`config.mk`:
```
export PLATFORM = sky130hd
export DESIGN_NAME = psr_power_sequence_status_regs
export DESIGN_NICKNAME = d
export VERILOG_FILES = /design/src/shared/psr_pkg.sv /design/src/hdl/psr_l11_to_time.sv /design/src/hdl/psr_power_sequence_status_regs.sv
export SDC_FILE = /design/constraint.sdc
export NUM_CORES = 2
export LEC_CHECK = 0
export BUFFER_PORTS_ARGS = -buffer_cell sky130_fd_sc_hd__buf_2
export CAP_MARGIN = 0
export CORE_UTILIZATION = 30
export CTS_CLUSTER_SIZE = 10
export DETAILED_ROUTE_END_ITERATION = 10
export SLEW_MARGIN = 20
export SYNTH_ARGS = -nofsm -noshare
export SYNTH_HDL_FRONTEND = slang
export SYNTH_HIERARCHICAL = 1
export SYNTH_SLANG_ARGS = --single-unit
export TNS_END_PERCENT = 50
```
`constraint.sdc`:
```
create_clock -name i_clk -period 6.9 [get_ports i_clk]
set_clock_uncertainty 0.2 [all_clocks]
set_input_delay 0.345 -clock i_clk [delete_from_list [all_inputs] [get_ports i_clk]]
set_output_delay 0.345 -clock i_clk [all_outputs]
set_load 0.01 [all_outputs]
```
`src/shared/psr_pkg.sv`:
```
// Constants shared by the power sequencing and status register block.
// Assumes one 250 MHz clock and a command-level access port in front of the serial bus.
package psr_pkg;

    // ------------------------------------------------------------------
    // Command codes
    // ------------------------------------------------------------------
    localparam logic [7:0] PSR_CMD_PGOOD_THRESHOLD = 8'h5e; // Power-good threshold
    localparam logic [7:0] PSR_CMD_TURN_ON_DELAY = 8'h60; // Delay before output rise
    localparam logic [7:0] PSR_CMD_TURN_ON_RAMP = 8'h61; // Output rise time
    localparam logic [7:0] PSR_CMD_TURN_OFF_DELAY = 8'h64; // Delay before output fall
    localparam logic [7:0] PSR_CMD_TURN_OFF_RAMP = 8'h65; // Output fall time
    localparam logic [7:0] PSR_CMD_SUMMARY_BYTE = 8'h78; // One-byte fault summary
    localparam logic [7:0] PSR_CMD_SUMMARY_WORD = 8'h79; // Two-byte fault summary

    // ------------------------------------------------------------------
    // Reset values
    // ------------------------------------------------------------------
    localparam logic [15:0] PSR_TIMER_RESET = 16'hca80; // 5 ms in linear_11_format
    localparam logic [7:0] PSR_SUMMARY_BYTE_RESET = 8'h00;
    localparam logic [15:0] PSR_SUMMARY_WORD_RESET = 16'h0000;
    localparam int PSR_PGOOD_NUM = 9; // Threshold default is setpoint * 9 / 10
    localparam int PSR_PGOOD_DEN = 10;

    // ------------------------------------------------------------------
    // Summary bit positions
    // ------------------------------------------------------------------
    localparam int PSR_BIT_BUSY = 7;
    localparam int PSR_BIT_OFF = 6;
    localparam int PSR_BIT_OUT_OV = 5;
    localparam int PSR_BIT_OUT_OC = 4;
    localparam int PSR_BIT_IN_UV = 3;
    localparam int PSR_BIT_TEMP = 2;
    localparam int PSR_BIT_CML = 1;
    localparam int PSR_BIT_CATCH_ALL = 0;
    localparam int PSR_BIT_VOUT = 15;
    localparam int PSR_BIT_OUTPUT_CURRENT_POWER_FLAG = 14;
    localparam int PSR_BIT_INPUT = 13;
    localparam int PSR_BIT_VENDOR = 12;
    localparam int PSR_BIT_PGOOD_N = 11;
    localparam int PSR_BIT_FANS = 10;
    localparam int PSR_BIT_OTHER = 9;
    localparam int PSR_BIT_UNKNOWN = 8;
    // Positions inside the detailed status bytes
    localparam int PSR_DET_OUT_OV = 7; // Output overvoltage fault in output voltage status
    localparam int PSR_DET_OUT_OC = 7; // Output overcurrent fault in output current status
    localparam int PSR_DET_IN_UV = 4; // Input undervoltage fault in input status

    // ------------------------------------------------------------------
    // Timing
    // ------------------------------------------------------------------
    localparam int PSR_CLK_MHZ = 250; // Core clock rate
    localparam int PSR_TICK_US = 1; // Timer resolution in microseconds
    localparam int PSR_CYCLES_PER_TICK = PSR_CLK_MHZ * PSR_TICK_US;
    localparam int PSR_ON_DELAY_MAX_MS = 500;
    localparam int PSR_ON_RAMP_MAX_MS = 200;
    localparam int PSR_OFF_DELAY_MAX_MS = 256;
    localparam int PSR_OFF_RAMP_MAX_MS = 200;
    localparam int PSR_US_PER_MS = 1000;
    localparam int PSR_TIME_W = 20; // Wide enough for 500000 us

    // Sequencer states
    typedef enum logic [2:0] {
        PSR_ST_OFF = 3'b000,
        PSR_ST_ON_DELAY = 3'b001,
        PSR_ST_RISE = 3'b010,
        PSR_ST_ON = 3'b011,
        PSR_ST_OFF_DELAY = 3'b100,
        PSR_ST_FALL = 3'b101
    } psr_state_t;

endpackage

```
`src/hdl/psr_l11_to_time.sv`:
```
// Converts a linear_11_format millisecond value into a count of timer ticks.
// Assumes the value is held stable by the register bank; purely combinational.
`timescale 1ns/1ps
`default_nettype none
module psr_l11_to_time #(
    parameter int MAX_MS = 500
) (
    input wire logic [15:0] i_l11,
    output logic [psr_pkg::PSR_TIME_W-1:0] o_ticks
);
    import psr_pkg::*;

    // ------------------------------------------------------------------
    // Field split and scaling
    // ------------------------------------------------------------------
    localparam logic [31:0] MAX_TICKS = 32'(MAX_MS * PSR_US_PER_MS / PSR_TICK_US);
    localparam logic [31:0] US_PER_MS = 32'(PSR_US_PER_MS / PSR_TICK_US);

    wire logic [4:0] exp_raw = i_l11[15:11]; // Signed exponent
    wire logic man_neg = i_l11[10]; // Negative mantissa means no time at all
    wire logic [4:0] shift_amt = exp_raw[4] ? 5'(~exp_raw + 5'h01) : exp_raw;
    wire logic [31:0] product = {22'h0, i_l11[9:0]} * US_PER_MS;
    // Left shifts past 11 places overflow any legal range, so they saturate
    wire logic too_big = !exp_raw[4] && (shift_amt > 5'h0b);
    wire logic [31:0] shifted = exp_raw[4] ? (product >> shift_amt) : (product << shift_amt);
    wire logic [31:0] clamped = (too_big || shifted > MAX_TICKS) ? MAX_TICKS : shifted;

    // Out-of-range requests clamp to the top of the documented span
    assign o_ticks = man_neg ? '0 : clamped[psr_pkg::PSR_TIME_W-1:0];

endmodule
`default_nettype wire

```
`src/hdl/psr_power_sequence_status_regs.sv`:
```
// Power sequencing timers, power-good hysteresis and fault summary registers.
// Assumes a serial-bus front end that presents decoded commands one per cycle,
// and detailed status bytes that are kept by other blocks.
`timescale 1ns/1ps
`default_nettype none

module psr_power_sequence_status_regs (
    input wire logic i_clk,
    input wire logic i_reset,
    input wire logic [7:0] i_cmd_code,
    input wire logic i_wr_en,
    input wire logic [15:0] i_wr_data,
    input wire logic i_rd_en,
    output logic [15:0] o_rd_data,
    output logic o_rd_valid,
    output logic o_cmd_error,
    input wire logic [15:0] i_output_setpoint,
    input wire logic [15:0] i_vout_meas,
    input wire logic [15:0] i_output_undervolt_limit,
    input wire logic i_enable,
    input wire logic [7:0] i_status_vout,
    input wire logic [7:0] i_status_iout,
    input wire logic [7:0] i_status_input,
    input wire logic [7:0] i_status_temp,
    input wire logic [7:0] i_status_cml,
    input wire logic [7:0] i_status_vendor,
    input wire logic [7:0] i_status_other,
    input wire logic i_fan_flag,
    input wire logic i_busy_flag,
    input wire logic i_unknown_flag,
    output logic o_power_good,
    output logic o_ramp_up,
    output logic o_ramp_down,
    output logic o_output_on,
    output logic o_host_alert
);
    import psr_pkg::*;

    // ------------------------------------------------------------------
    // Storage
    // ------------------------------------------------------------------
    logic [15:0] timer_reg [4]; // Delay and ramp settings, indexed
    logic [15:0] pgood_threshold_reg; // Power-good on level
    logic strap_loaded_reg; // Threshold default taken after reset
    logic [15:0] summary_word_reg; // Low byte doubles as the summary byte
    logic pgood_reg;
    psr_state_t state_reg, state_next;
    logic [PSR_TIME_W-1:0] count_reg, count_next;
    logic [7:0] div_reg; // Tick divider
    logic [15:0] rd_data_reg;
    logic rd_valid_reg, cmd_error_reg, alert_reg;
    logic ramp_up_reg, ramp_down_reg, output_on_reg; // Phase outputs, registered
    logic [PSR_TIME_W-1:0] dur [4]; // Durations in ticks

    // ------------------------------------------------------------------
    // Command decode
    // ------------------------------------------------------------------
    wire logic hit_pgood = (i_cmd_code == PSR_CMD_PGOOD_THRESHOLD);
    wire logic hit_byte = (i_cmd_code == PSR_CMD_SUMMARY_BYTE);
    wire logic hit_word = (i_cmd_code == PSR_CMD_SUMMARY_WORD);
    wire logic [3:0] hit_timer = {i_cmd_code == PSR_CMD_TURN_OFF_RAMP,
                                  i_cmd_code == PSR_CMD_TURN_OFF_DELAY,
                                  i_cmd_code == PSR_CMD_TURN_ON_RAMP,
                                  i_cmd_code == PSR_CMD_TURN_ON_DELAY};
    wire logic hit_rw = hit_pgood || (|hit_timer);
    // Writes to the summaries are refused; they are read-only
    wire logic bad_cmd = (i_wr_en && !hit_rw) || (i_rd_en && !hit_rw && !hit_byte && !hit_word);
    wire logic [15:0] timer_rd = hit_timer[0] ? timer_reg[0] :
                                 hit_timer[1] ? timer_reg[1] :
                                 hit_timer[2] ? timer_reg[2] : timer_reg[3];
    // The byte view is the same flops as the word's low byte
    wire logic [15:0] rd_mux = hit_pgood ? pgood_threshold_reg :
                               hit_word ? summary_word_reg :
                               hit_byte ? {8'h00, summary_word_reg[7:0]} :
                               (|hit_timer) ? timer_rd : 16'h0000;

    // ------------------------------------------------------------------
    // Timer registers and duration decode
    // ------------------------------------------------------------------
    localparam int MAX_MS [4] = '{PSR_ON_DELAY_MAX_MS, PSR_ON_RAMP_MAX_MS,
                                  PSR_OFF_DELAY_MAX_MS, PSR_OFF_RAMP_MAX_MS};
    genvar gi;
    generate
        for (gi = 0; gi < 4; gi++) begin : g_timer
            // Each setting is host writable and converted straight to ticks
            always_ff @(posedge i_clk or posedge i_reset) begin
                if (i_reset) begin
                    timer_reg[gi] <= PSR_TIMER_RESET;
                end else if (i_wr_en && hit_timer[gi]) begin
                    timer_reg[gi] <= i_wr_data;
                end
            end
            psr_l11_to_time #(.MAX_MS(MAX_MS[gi])) u_conv (
                .i_l11(timer_reg[gi]),
                .o_ticks(dur[gi])
            );
        end
    endgenerate

    // ------------------------------------------------------------------
    // Power-good threshold
    // ------------------------------------------------------------------
    // The strap default is worked out once, one edge after reset release,
    // because an async reset may only load a constant
    wire logic [31:0] strap_scaled = ({16'h0, i_output_setpoint} * 32'(PSR_PGOOD_NUM))
                                     / 32'(PSR_PGOOD_DEN);
    always_ff @(posedge i_clk or posedge i_reset) begin
        if (i_reset) begin
            pgood_threshold_reg <= 16'h0000;
            strap_loaded_reg <= 1'b0;
        end else if (!strap_loaded_reg) begin
            pgood_threshold_reg <= strap_scaled[15:0];
            strap_loaded_reg <= 1'b1;
        end else if (i_wr_en && hit_pgood) begin
            pgood_threshold_reg <= i_wr_data;
        end
    end

    // Hysteresis: on above threshold, off below undervolt limit, else hold
    wire logic pgood_next = (i_vout_meas > pgood_threshold_reg) ? 1'b1 :
                            (i_vout_meas < i_output_undervolt_limit) ? 1'b0 : pgood_reg;
    always_ff @(posedge i_clk or posedge i_reset) begin
        if (i_reset) begin
            pgood_reg <= 1'b0;
        end else if (strap_loaded_reg) begin
            pgood_reg <= pgood_next;
        end
    end

    // ------------------------------------------------------------------
    // Tick divider and sequencer
    // ------------------------------------------------------------------
    localparam logic [7:0] DIV_LAST = 8'(PSR_CYCLES_PER_TICK - 1);
    wire logic tick = (div_reg == DIV_LAST);
    always_ff @(posedge i_clk or posedge i_reset) begin
        if (i_reset) begin
            div_reg <= 8'h00;
        end else begin
            div_reg <= tick ? 8'h00 : div_reg + 8'h01;
        end
    end

    wire logic count_done = (count_reg == '0);
    wire logic [PSR_TIME_W-1:0] count_dec = tick ? count_reg - 1'b1 : count_reg;

    // Durations are sampled at phase entry, so a write mid-phase takes
    // effect at the next entry to the phase that it sets
    always_comb begin
        state_next = state_reg;
        count_next = count_dec;
        unique case (state_reg)
            PSR_ST_OFF: begin
                count_next = '0;
                if (i_enable) begin
                    state_next = PSR_ST_ON_DELAY;
                    count_next = dur[0];
                end
            end
            PSR_ST_ON_DELAY: begin
                if (!i_enable) begin
                    state_next = PSR_ST_OFF; // Output never started
                    count_next = '0;
                end else if (count_done) begin
                    state_next = PSR_ST_RISE;
                    count_next = dur[1];
                end
            end
            PSR_ST_RISE, PSR_ST_ON: begin
                if (!i_enable) begin
                    state_next = PSR_ST_OFF_DELAY;
                    count_next = dur[2];
                end else if (state_reg == PSR_ST_RISE && count_done) begin
                    state_next = PSR_ST_ON;
                    count_next = '0;
                end else if (state_reg == PSR_ST_ON) begin
                    count_next = '0;
                end
            end
            PSR_ST_OFF_DELAY: begin
                if (count_done) begin
                    state_next = PSR_ST_FALL;
                    count_next = dur[3];
                end
            end
            PSR_ST_FALL: begin
                if (count_done) begin
                    state_next = PSR_ST_OFF;
                    count_next = '0;
                end
            end
            default: begin
                state_next = PSR_ST_OFF;
                count_next = '0;
            end
        endcase
    end

    always_ff @(posedge i_clk or posedge i_reset) begin
        if (i_reset) begin
            state_reg <= PSR_ST_OFF;
            count_reg <= '0;
        end else begin
            state_reg <= state_next;
            count_reg <= count_next;
        end
    end

    // ------------------------------------------------------------------
    // Fault summary
    // ------------------------------------------------------------------
    wire logic powered = (state_next == PSR_ST_RISE) || (state_next == PSR_ST_ON) ||
                         (state_next == PSR_ST_OFF_DELAY) || (state_next == PSR_ST_FALL);
    wire logic [7:0] sum_low;
    wire logic [7:0] sum_high;
    assign sum_low[PSR_BIT_BUSY] = i_busy_flag;
    assign sum_low[PSR_BIT_OFF] = !powered;
    assign sum_low[PSR_BIT_OUT_OV] = i_status_vout[PSR_DET_OUT_OV];
    assign sum_low[PSR_BIT_OUT_OC] = i_status_iout[PSR_DET_OUT_OC];
    assign sum_low[PSR_BIT_IN_UV] = i_status_input[PSR_DET_IN_UV];
    assign sum_low[PSR_BIT_TEMP] = |i_status_temp;
    assign sum_low[PSR_BIT_CML] = |i_status_cml;
    // Everything not shown in bits 7:1 except the power-good negated bit, input warnings among them
    assign sum_low[PSR_BIT_CATCH_ALL] = (|i_status_vout[6:0]) || (|i_status_iout[6:0]) ||
                                        i_status_input[7] || (|i_status_input[6:5]) ||
                                        (|i_status_input[3:0]) || (|i_status_vendor) ||
                                        i_fan_flag || (|i_status_other) || i_unknown_flag;
    assign sum_high[PSR_BIT_VOUT - 8] = |i_status_vout;
    assign sum_high[PSR_BIT_OUTPUT_CURRENT_POWER_FLAG - 8] = |i_status_iout;
    assign sum_high[PSR_BIT_INPUT - 8] = |i_status_input;
    assign sum_high[PSR_BIT_VENDOR - 8] = |i_status_vendor;
    assign sum_high[PSR_BIT_PGOOD_N - 8] = !pgood_next;
    assign sum_high[PSR_BIT_FANS - 8] = i_fan_flag;
    assign sum_high[PSR_BIT_OTHER - 8] = |i_status_other;
    assign sum_high[PSR_BIT_UNKNOWN - 8] = i_unknown_flag;
    // Alert for real events, not for the plain off or not-good states
    wire logic alert_next = (|sum_low[PSR_BIT_OUT_OV:0]) || sum_low[PSR_BIT_BUSY] ||
                            (|sum_high[7:4]) || (|sum_high[2:0]);

    // Summaries are live views of the detailed flags; no host clear exists
    always_ff @(posedge i_clk or posedge i_reset) begin
        if (i_reset) begin
            summary_word_reg <= PSR_SUMMARY_WORD_RESET;
            alert_reg <= 1'b0;
        end else begin
            summary_word_reg <= {sum_high, sum_low};
            alert_reg <= alert_next;
        end
    end

    // Phase outputs follow the next state so they line up with state_reg
    always_ff @(posedge i_clk or posedge i_reset) begin
        if (i_reset) begin
            ramp_up_reg <= 1'b0;
            ramp_down_reg <= 1'b0;
            output_on_reg <= 1'b0;
        end else begin
            ramp_up_reg <= (state_next == PSR_ST_RISE);
            ramp_down_reg <= (state_next == PSR_ST_FALL);
            output_on_reg <= powered;
        end
    end

    // ------------------------------------------------------------------
    // Read answer
    // ------------------------------------------------------------------
    always_ff @(posedge i_clk or posedge i_reset) begin
        if (i_reset) begin
            rd_data_reg <= 16'h0000;
            rd_valid_reg <= 1'b0;
            cmd_error_reg <= 1'b0;
        end else begin
            rd_valid_reg <= i_rd_en && !bad_cmd;
            cmd_error_reg <= bad_cmd;
            if (i_rd_en) begin
                rd_data_reg <= bad_cmd ? 16'h0000 : rd_mux;
            end
        end
    end

    assign o_rd_data = rd_data_reg;
    assign o_rd_valid = rd_valid_reg;
    assign o_cmd_error = cmd_error_reg;
    assign o_power_good = pgood_reg;
    assign o_ramp_up = ramp_up_reg;
    assign o_ramp_down = ramp_down_reg;
    assign o_output_on = output_on_reg;
    assign o_host_alert = alert_reg;
endmodule
`default_nettype wire

```
; ---- Word level (Yosys, flattened, before mapping)
; Cells that the tools add are included.
[word_totals]
ram_bits = 0
latchBits = 0
elab_cells = 180
mem_count = 0
in_bits = 136
output_inout_bits = 23
rom_bits = 0
ff_bits = 151
[classes]
shift = 8
n_eq_ne = 18
div_mod_pow = 1
mul = 5
n_reduce_logical = 63
order_cmp = 10
add_sub_neg = 6
bitwise = 4
muxes = 47
[op_table]
columns = cell, count
row1 = $mux 20, 17
row2 = $mux 16, 10
row3 = $mux 32, 4
row4 = $shl 20x5->32, 4
row5 = $shr 20x5->32, 4
row6 = $pmux 20 s5, 1
row7 = $gt 32x18->1 const B, 3
row8 = $mul 10x7->17 const B, 4
row9 = $eq 8x7->1 const B, 7
row10 = $reduce_or 8->1, 7
row11 = $div 20x4->32 const B, 1
row12 = $gt 32x19->1 const B, 1
row13 = $reduce_or 32->1, 1
row14 = $mux 3, 7
row15 = $add 5x1->5 const B, 4
row16 = $gt 5x4->1 const B, 4
row17 = $logic_not 20->1, 1
row18 = $logic_or 1x1->1, 20
row19 = $mul 16x4->20 const B, 1
row20 = $mux 5, 4
row21 = $not 5->5, 4
row22 = $reduce_or 20->1, 1
row23 = $sub 20x1->20 const B, 1
row24 = $gt 16x16->1, 1
row25 = other kinds (17), 50

; ---- Depth between registers and ports, before layout
[logic_depth]
ltp_word = 13
ltp_mapped = 34
mapped_depth_nobuf = 28

; ---- By module
; The synthesis kept the hierarchy.
[modules_own_cells]
columns = module, seq_area_each_um2, n_inst, area_per_inst_um2, cells_each
row1 = psr_power_sequence_status_regs, 3803.6, 1, 11278.3, 1207
row2 = psr_l11_to_time (g_timer[2].u_conv), 0.0, 1, 5207.5, 745
row3 = psr_l11_to_time (g_timer[0].u_conv), 0.0, 1, 4899.7, 688
row4 = psr_l11_to_time (g_timer[3].u_conv), 0.0, 1, 4864.7, 694
row5 = psr_l11_to_time (g_timer[1].u_conv), 0.0, 1, 4523.1, 609

; ---- Worst setup path before layout
; No wires, ideal clock.
[synth_timing]
path_type = input port to flip-flop
from = in i_output_setpoint[1]
to = reg pgood_threshold_reg[0]
cell_stages = 31
setup_time_ps = 86
path_buffers = 3
path_slack_ps = -554
required_time_ps = 6614
arrival_ps = 7169
path_cell_list = ha_1 > ha_1 > fa_1 > a211oi_2 > o211ai_2 > nor3b_2 > a21oi_1 > buf_2 > a21oi_1 > o22a_2 > and2_4 > mux2_4 > o311a_2 > and2_4 > or4_1 > a31o_1 > o221ai_2 > nor2_4 > buf_6 > or4_1 > nand3_2 > o31a_2 > buf_6 > nor3_1 > a31o_1 > or3_1 > or2_1 > or4_1 > o211ai_1 > nor3_1 > o221ai_2
[synth_between]
elab_chain_len = 3
[synth_rtl]
columns = item, line_no
row1 = start: declaration, psr_power_sequence_status_regs.sv:17  ; input wire logic [15:0] i_output_setpoint,
row2 = $mul 16x4->20, psr_power_sequence_status_regs.sv:105  ; wire logic [31:0] strap_scaled = ({16'h0, i_output_setpoint} * 32'(PSR_PGOOD_NUM))
row3 = $div 20x4->32, psr_power_sequence_status_regs.sv:106  ; / 32'(PSR_PGOOD_DEN);
row4 = $mux 16, psr_power_sequence_status_regs.sv:111  ; end else if (!strap_loaded_reg) begin
row5 = end signal: assignment, psr_power_sequence_status_regs.sv:112  ; pgood_threshold_reg <= strap_scaled[15:0];
row6 = end signal: assignment, psr_power_sequence_status_regs.sv:115  ; pgood_threshold_reg <= i_wr_data;
row7 = end: declaration, psr_power_sequence_status_regs.sv:43  ; logic [15:0] pgood_threshold_reg;
; No other way between the ends.
; A chain may end at the register's enable or synchronous reset.

; ---- Final worst setup path
[layout_timing]
from = in i_output_setpoint[5]
to = reg pgood_threshold_reg[0]
; Same word-level chain as after synthesis.

==> impl_metrics.py <==
metrics = {
    "global_routing": {
        "grt-ovfl-total": 0,
        "use_met2_pct": 39.81,
        "grt_pass1_vias": 33138,
        "grt.total_usage_pct": 24.02,
        "gr-usage-met3_pct": 3.246,
        "grt_max_degree": 83,
        "busiest_layer": "met2",
        "antenna_found_initial": 6,
        "grtUsageMet1_pct": 31.93,
        "grt_pass1_wl_um": 196800,
    },
    "place": {
        "dp_cells": 5811,
        "gp_congestion": 1.020,
        "dp_slack_ns": -0.9636,
        "numPortBuffers": 158,
        "place_area_um2": 36680,
        "hpwl_um": 101100,
    },
    "critical_path": {
        "r2r_end": "count_reg[10]",
        "critPathMaxFanout": 6,
        "crit_top_cell": "buf_4",
        "cp-end-kind": "register",
        "cp_data_arrival_time_ns": 7.32,
        "regToRegStartpoint": "timer_reg[23]",
        "worst_r2r_path_depth": 24,
        "cp.required_ns": 7.12,
        "startpoint_type": "input pin",
        "cp_slowest_stage_delay_ns": 0.53,
        "cp_slowest_cell": "or4_4",
        "worstSetupPathType": "in2reg",
        "rrSetupSlack_ns": 0.11,
    },
    "timing": {
        "post-route-min-period_ns": 7.105,
        "setup_viol": 2,
        "worst_slack_ns": -0.2046,
        "rsz0062_at_grt": "yes",
        "slew_viol_final": 0,
        "fin_tns_setup_ns": -0.3515,
        "fin_crit_sh_pct": 103.0,
        "hold_viol": 0,
        "max_freq_mhz": 140.8,
        "worstMarginPinSlew_ns": 1.212,
        "hold_ws_ns": 0.02946,
        "slew-limit-headroom_pct": 18.77,
    },
    "yosys": {
        "synth_most_common_cell": "nand2_1",
        "synth_area_um2": 30770,
        "synth_edf_count": 0,
        "synth.distinct_cells": 156,
        "ys_seq_area_share_pct": 12.36,
        "ys_seq_elements": 151,
        "synthTopCellsByArea": "dfrtp_1 11%, ha_1 9.5%, fa_1 7.6%",
        "yosysWarningCount": 6,
        "synthArstFlopShare_pct": 100.0,
        "yosys.area.top_type_share_pct": 10.65,
        "avgSynthCellArea_um2": 7.805,
        "synth_largest_area_cell": "dfrtp_1",
        "synth_top_flop_cell": "dfrtp_1",
        "syn_inst": 3943,
        "synthTopCellsByCount": "341 x nand2_1, 310 x nor2_1, 284 x inv_1",
    },
    "worst_hold_path": {
        "hp-class": "in2reg",
        "hold_depth": 4,
        "min-delay-start": "i_status_other[3]",
        "whs_endpoint": "summary_word_reg[0]",
    },
    "finish": {
        "nFillCells": 10428,
        "drive_gt1_share_pct": 30.27,
        "stdcell_count": 5918,
        "largest_reg_flops": 64,
        "stdcell_area_um2": 39650,
        "area_growth_syn_to_layout_pct": 28.83,
        "fin_nets": 5022,
    },
    "power": {
        "vdd_drop_max_mv": 0.3261,
        "comb_power_share_pct": 78.5,
        "p_leak_nw": 16.86,
        "clkPwrFrac_pct": 9.9,
        "pwr-share-seq_pct": 11.6,
        "swShare_pct": 49.52,
        "powerDensity_nw_per_um2": 249.4,
        "p_sw_mw": 4.897,
        "internal_power_mw": 4.992,
    },
    "floorplanning": {
        "die_x_um": 322.3,
        "die_h_um": 322.3,
        "start_util_pct": 30.25,
        "dieArea_um2": 103900,
        "rows": 117,
        "io_pins": 159,
        "core_um2": 101700,
    },
    "cts": {
        "h-tree-depth": 4,
        "clock_latency_ns": 0.49,
        "root_buffer": "clkbuf_16",
        "numCtsBuffers": 17,
        "cts_tree": "yes",
        "cts.sinks": 151,
        "clockBufferDepth": 2,
        "clkTransAtPathRegs_ns": 0.09,
    },
    "drt": {
        "drtIter0Drc": 3727,
        "drc": 0,
        "post_drt_wl_per_cell_um": 21.79,
        "routed_wl_um": 128900,
        "drtPass1Iterations": 10,
        "avgViaCountPerCell": 5.904,
        "postRouteAntennaNets": 0,
        "vias": 34942,
    },
    "run": {
        "cap_violations": 0,
    },
    "status": {
        "status": "complete, but fails checks",
        "violations": "negative setup slack",
    },
}
[critical path: cells and delay by family]
family                   cells  cell delay [ns]
adder cells (fa/ha/maj)      2             0.64
AND/OR/NAND/NOR             10             2.45
buffers and inverters        5             0.73
AO/OA/AOI/OAI               15             3.14
[routing by layer]
metal / vias up / part of all wire [%]
met3: 276 / 7.1
met1: 17052 / 43
met2: 1500 / 46
met4: 4 / 3.9
met5: - / 0.024
li1: 16110 / -
[how the worst max path moves through the flow]
stage                                from                     end  slack [ns]  cells after the start
global placement     i_output_setpoint[2]  pgood_threshold_reg[0]       -0.97                     29
detailed placement   i_output_setpoint[2]  pgood_threshold_reg[0]       -0.96                     29
floorplan            i_output_setpoint[1]  pgood_threshold_reg[0]       -0.31                     31
global route         i_output_setpoint[5]  pgood_threshold_reg[0]       -0.45                     29
finish               i_output_setpoint[5]  pgood_threshold_reg[0]       -0.20                     32
CTS                 i_output_setpoint[11]  pgood_threshold_reg[0]       -0.05                     30
[what timing repair did]
action | CTS | global route
endpoints found under the setup margin | 17 | 23
hold endpoints to repair | 87 | 0
hold buffers | 21 | 0
gates resized for setup | 84 | 257
pin swaps | 42 | 102
cloned | 1 | 1
setup buffers | 15 | 36
[stage by stage]
stage,util [%],power (mW)
4_1_cts,37.41,9.302
3_5_place_dp,36.05,7.920
2_1_floorplan,-,5.296
3_3_place_gp,36.05,7.902
6_report,38.97,9.889
5_1_grt,38.96,10.55
[cells by family after synthesis]
group / Yosys count / share of synthesized area (%)
flops: 151 / 12.36
xor+xnor: 97 / 2.980
simple gates: 1288 / 20.98
other cells: 5 / 0.06099
compound gates: 1341 / 32.10
mux: 172 / 7.099
fa+ha+maj: 352 / 17.15
buf+inv: 537 / 7.274
[power by group through the flow]
stage / Clock, mW / Sequential, mW / Combinational [mW]
after global placement: 0 / 1.16 / 6.75
final: 0.976 / 1.15 / 7.76
after CTS: 1.00 / 1.14 / 7.16
after floorplan: 0 / 1.10 / 4.20
after global routing: 1.03 / 1.16 / 8.36
after detailed placement: 0 / 1.16 / 6.76
[layout by cell type, fill, tap and decap left out, types with 27 or more instances in the layout]
cell type and count:
o21ai_1 42, a21oi_1 224, nand2_1 338, a31oi_1 73, nand3_1 124, buf_2 158, and3_1 28, dfrtp_1 127
nor2b_1 34, nand4_1 38, nor3_1 113, o31ai_1 40, nand2b_1 36, a211oi_1 54, o21ai_0 166, mux2_2 86
a211o_1 27, fa_1 115, xnor2_1 61, mux2i_1 51, a21o_1 57, o22ai_1 37, nor4_1 31, inv_1 273
and2_1 33, o211ai_1 60, buf_4 616, o21a_1 27, ha_1 205, nor2_1 300
[layout make-up]
class                           count  area (um2)  share of cell area, %
Sequential cell                   151        3809                  9.607
Timing Repair Buffer              815        5873                  14.81
Tap cell                         1368        1712                  4.317
Multi-Input combinational cell   3260       26550                  66.96
Inverter                          291        1101                  2.777
Clock buffer                       17       425.4                  1.073
Clock inverter                     15       175.2                 0.4418
Antenna cell                        1       2.502               0.006312
Power figures use the tool's default switching activity.
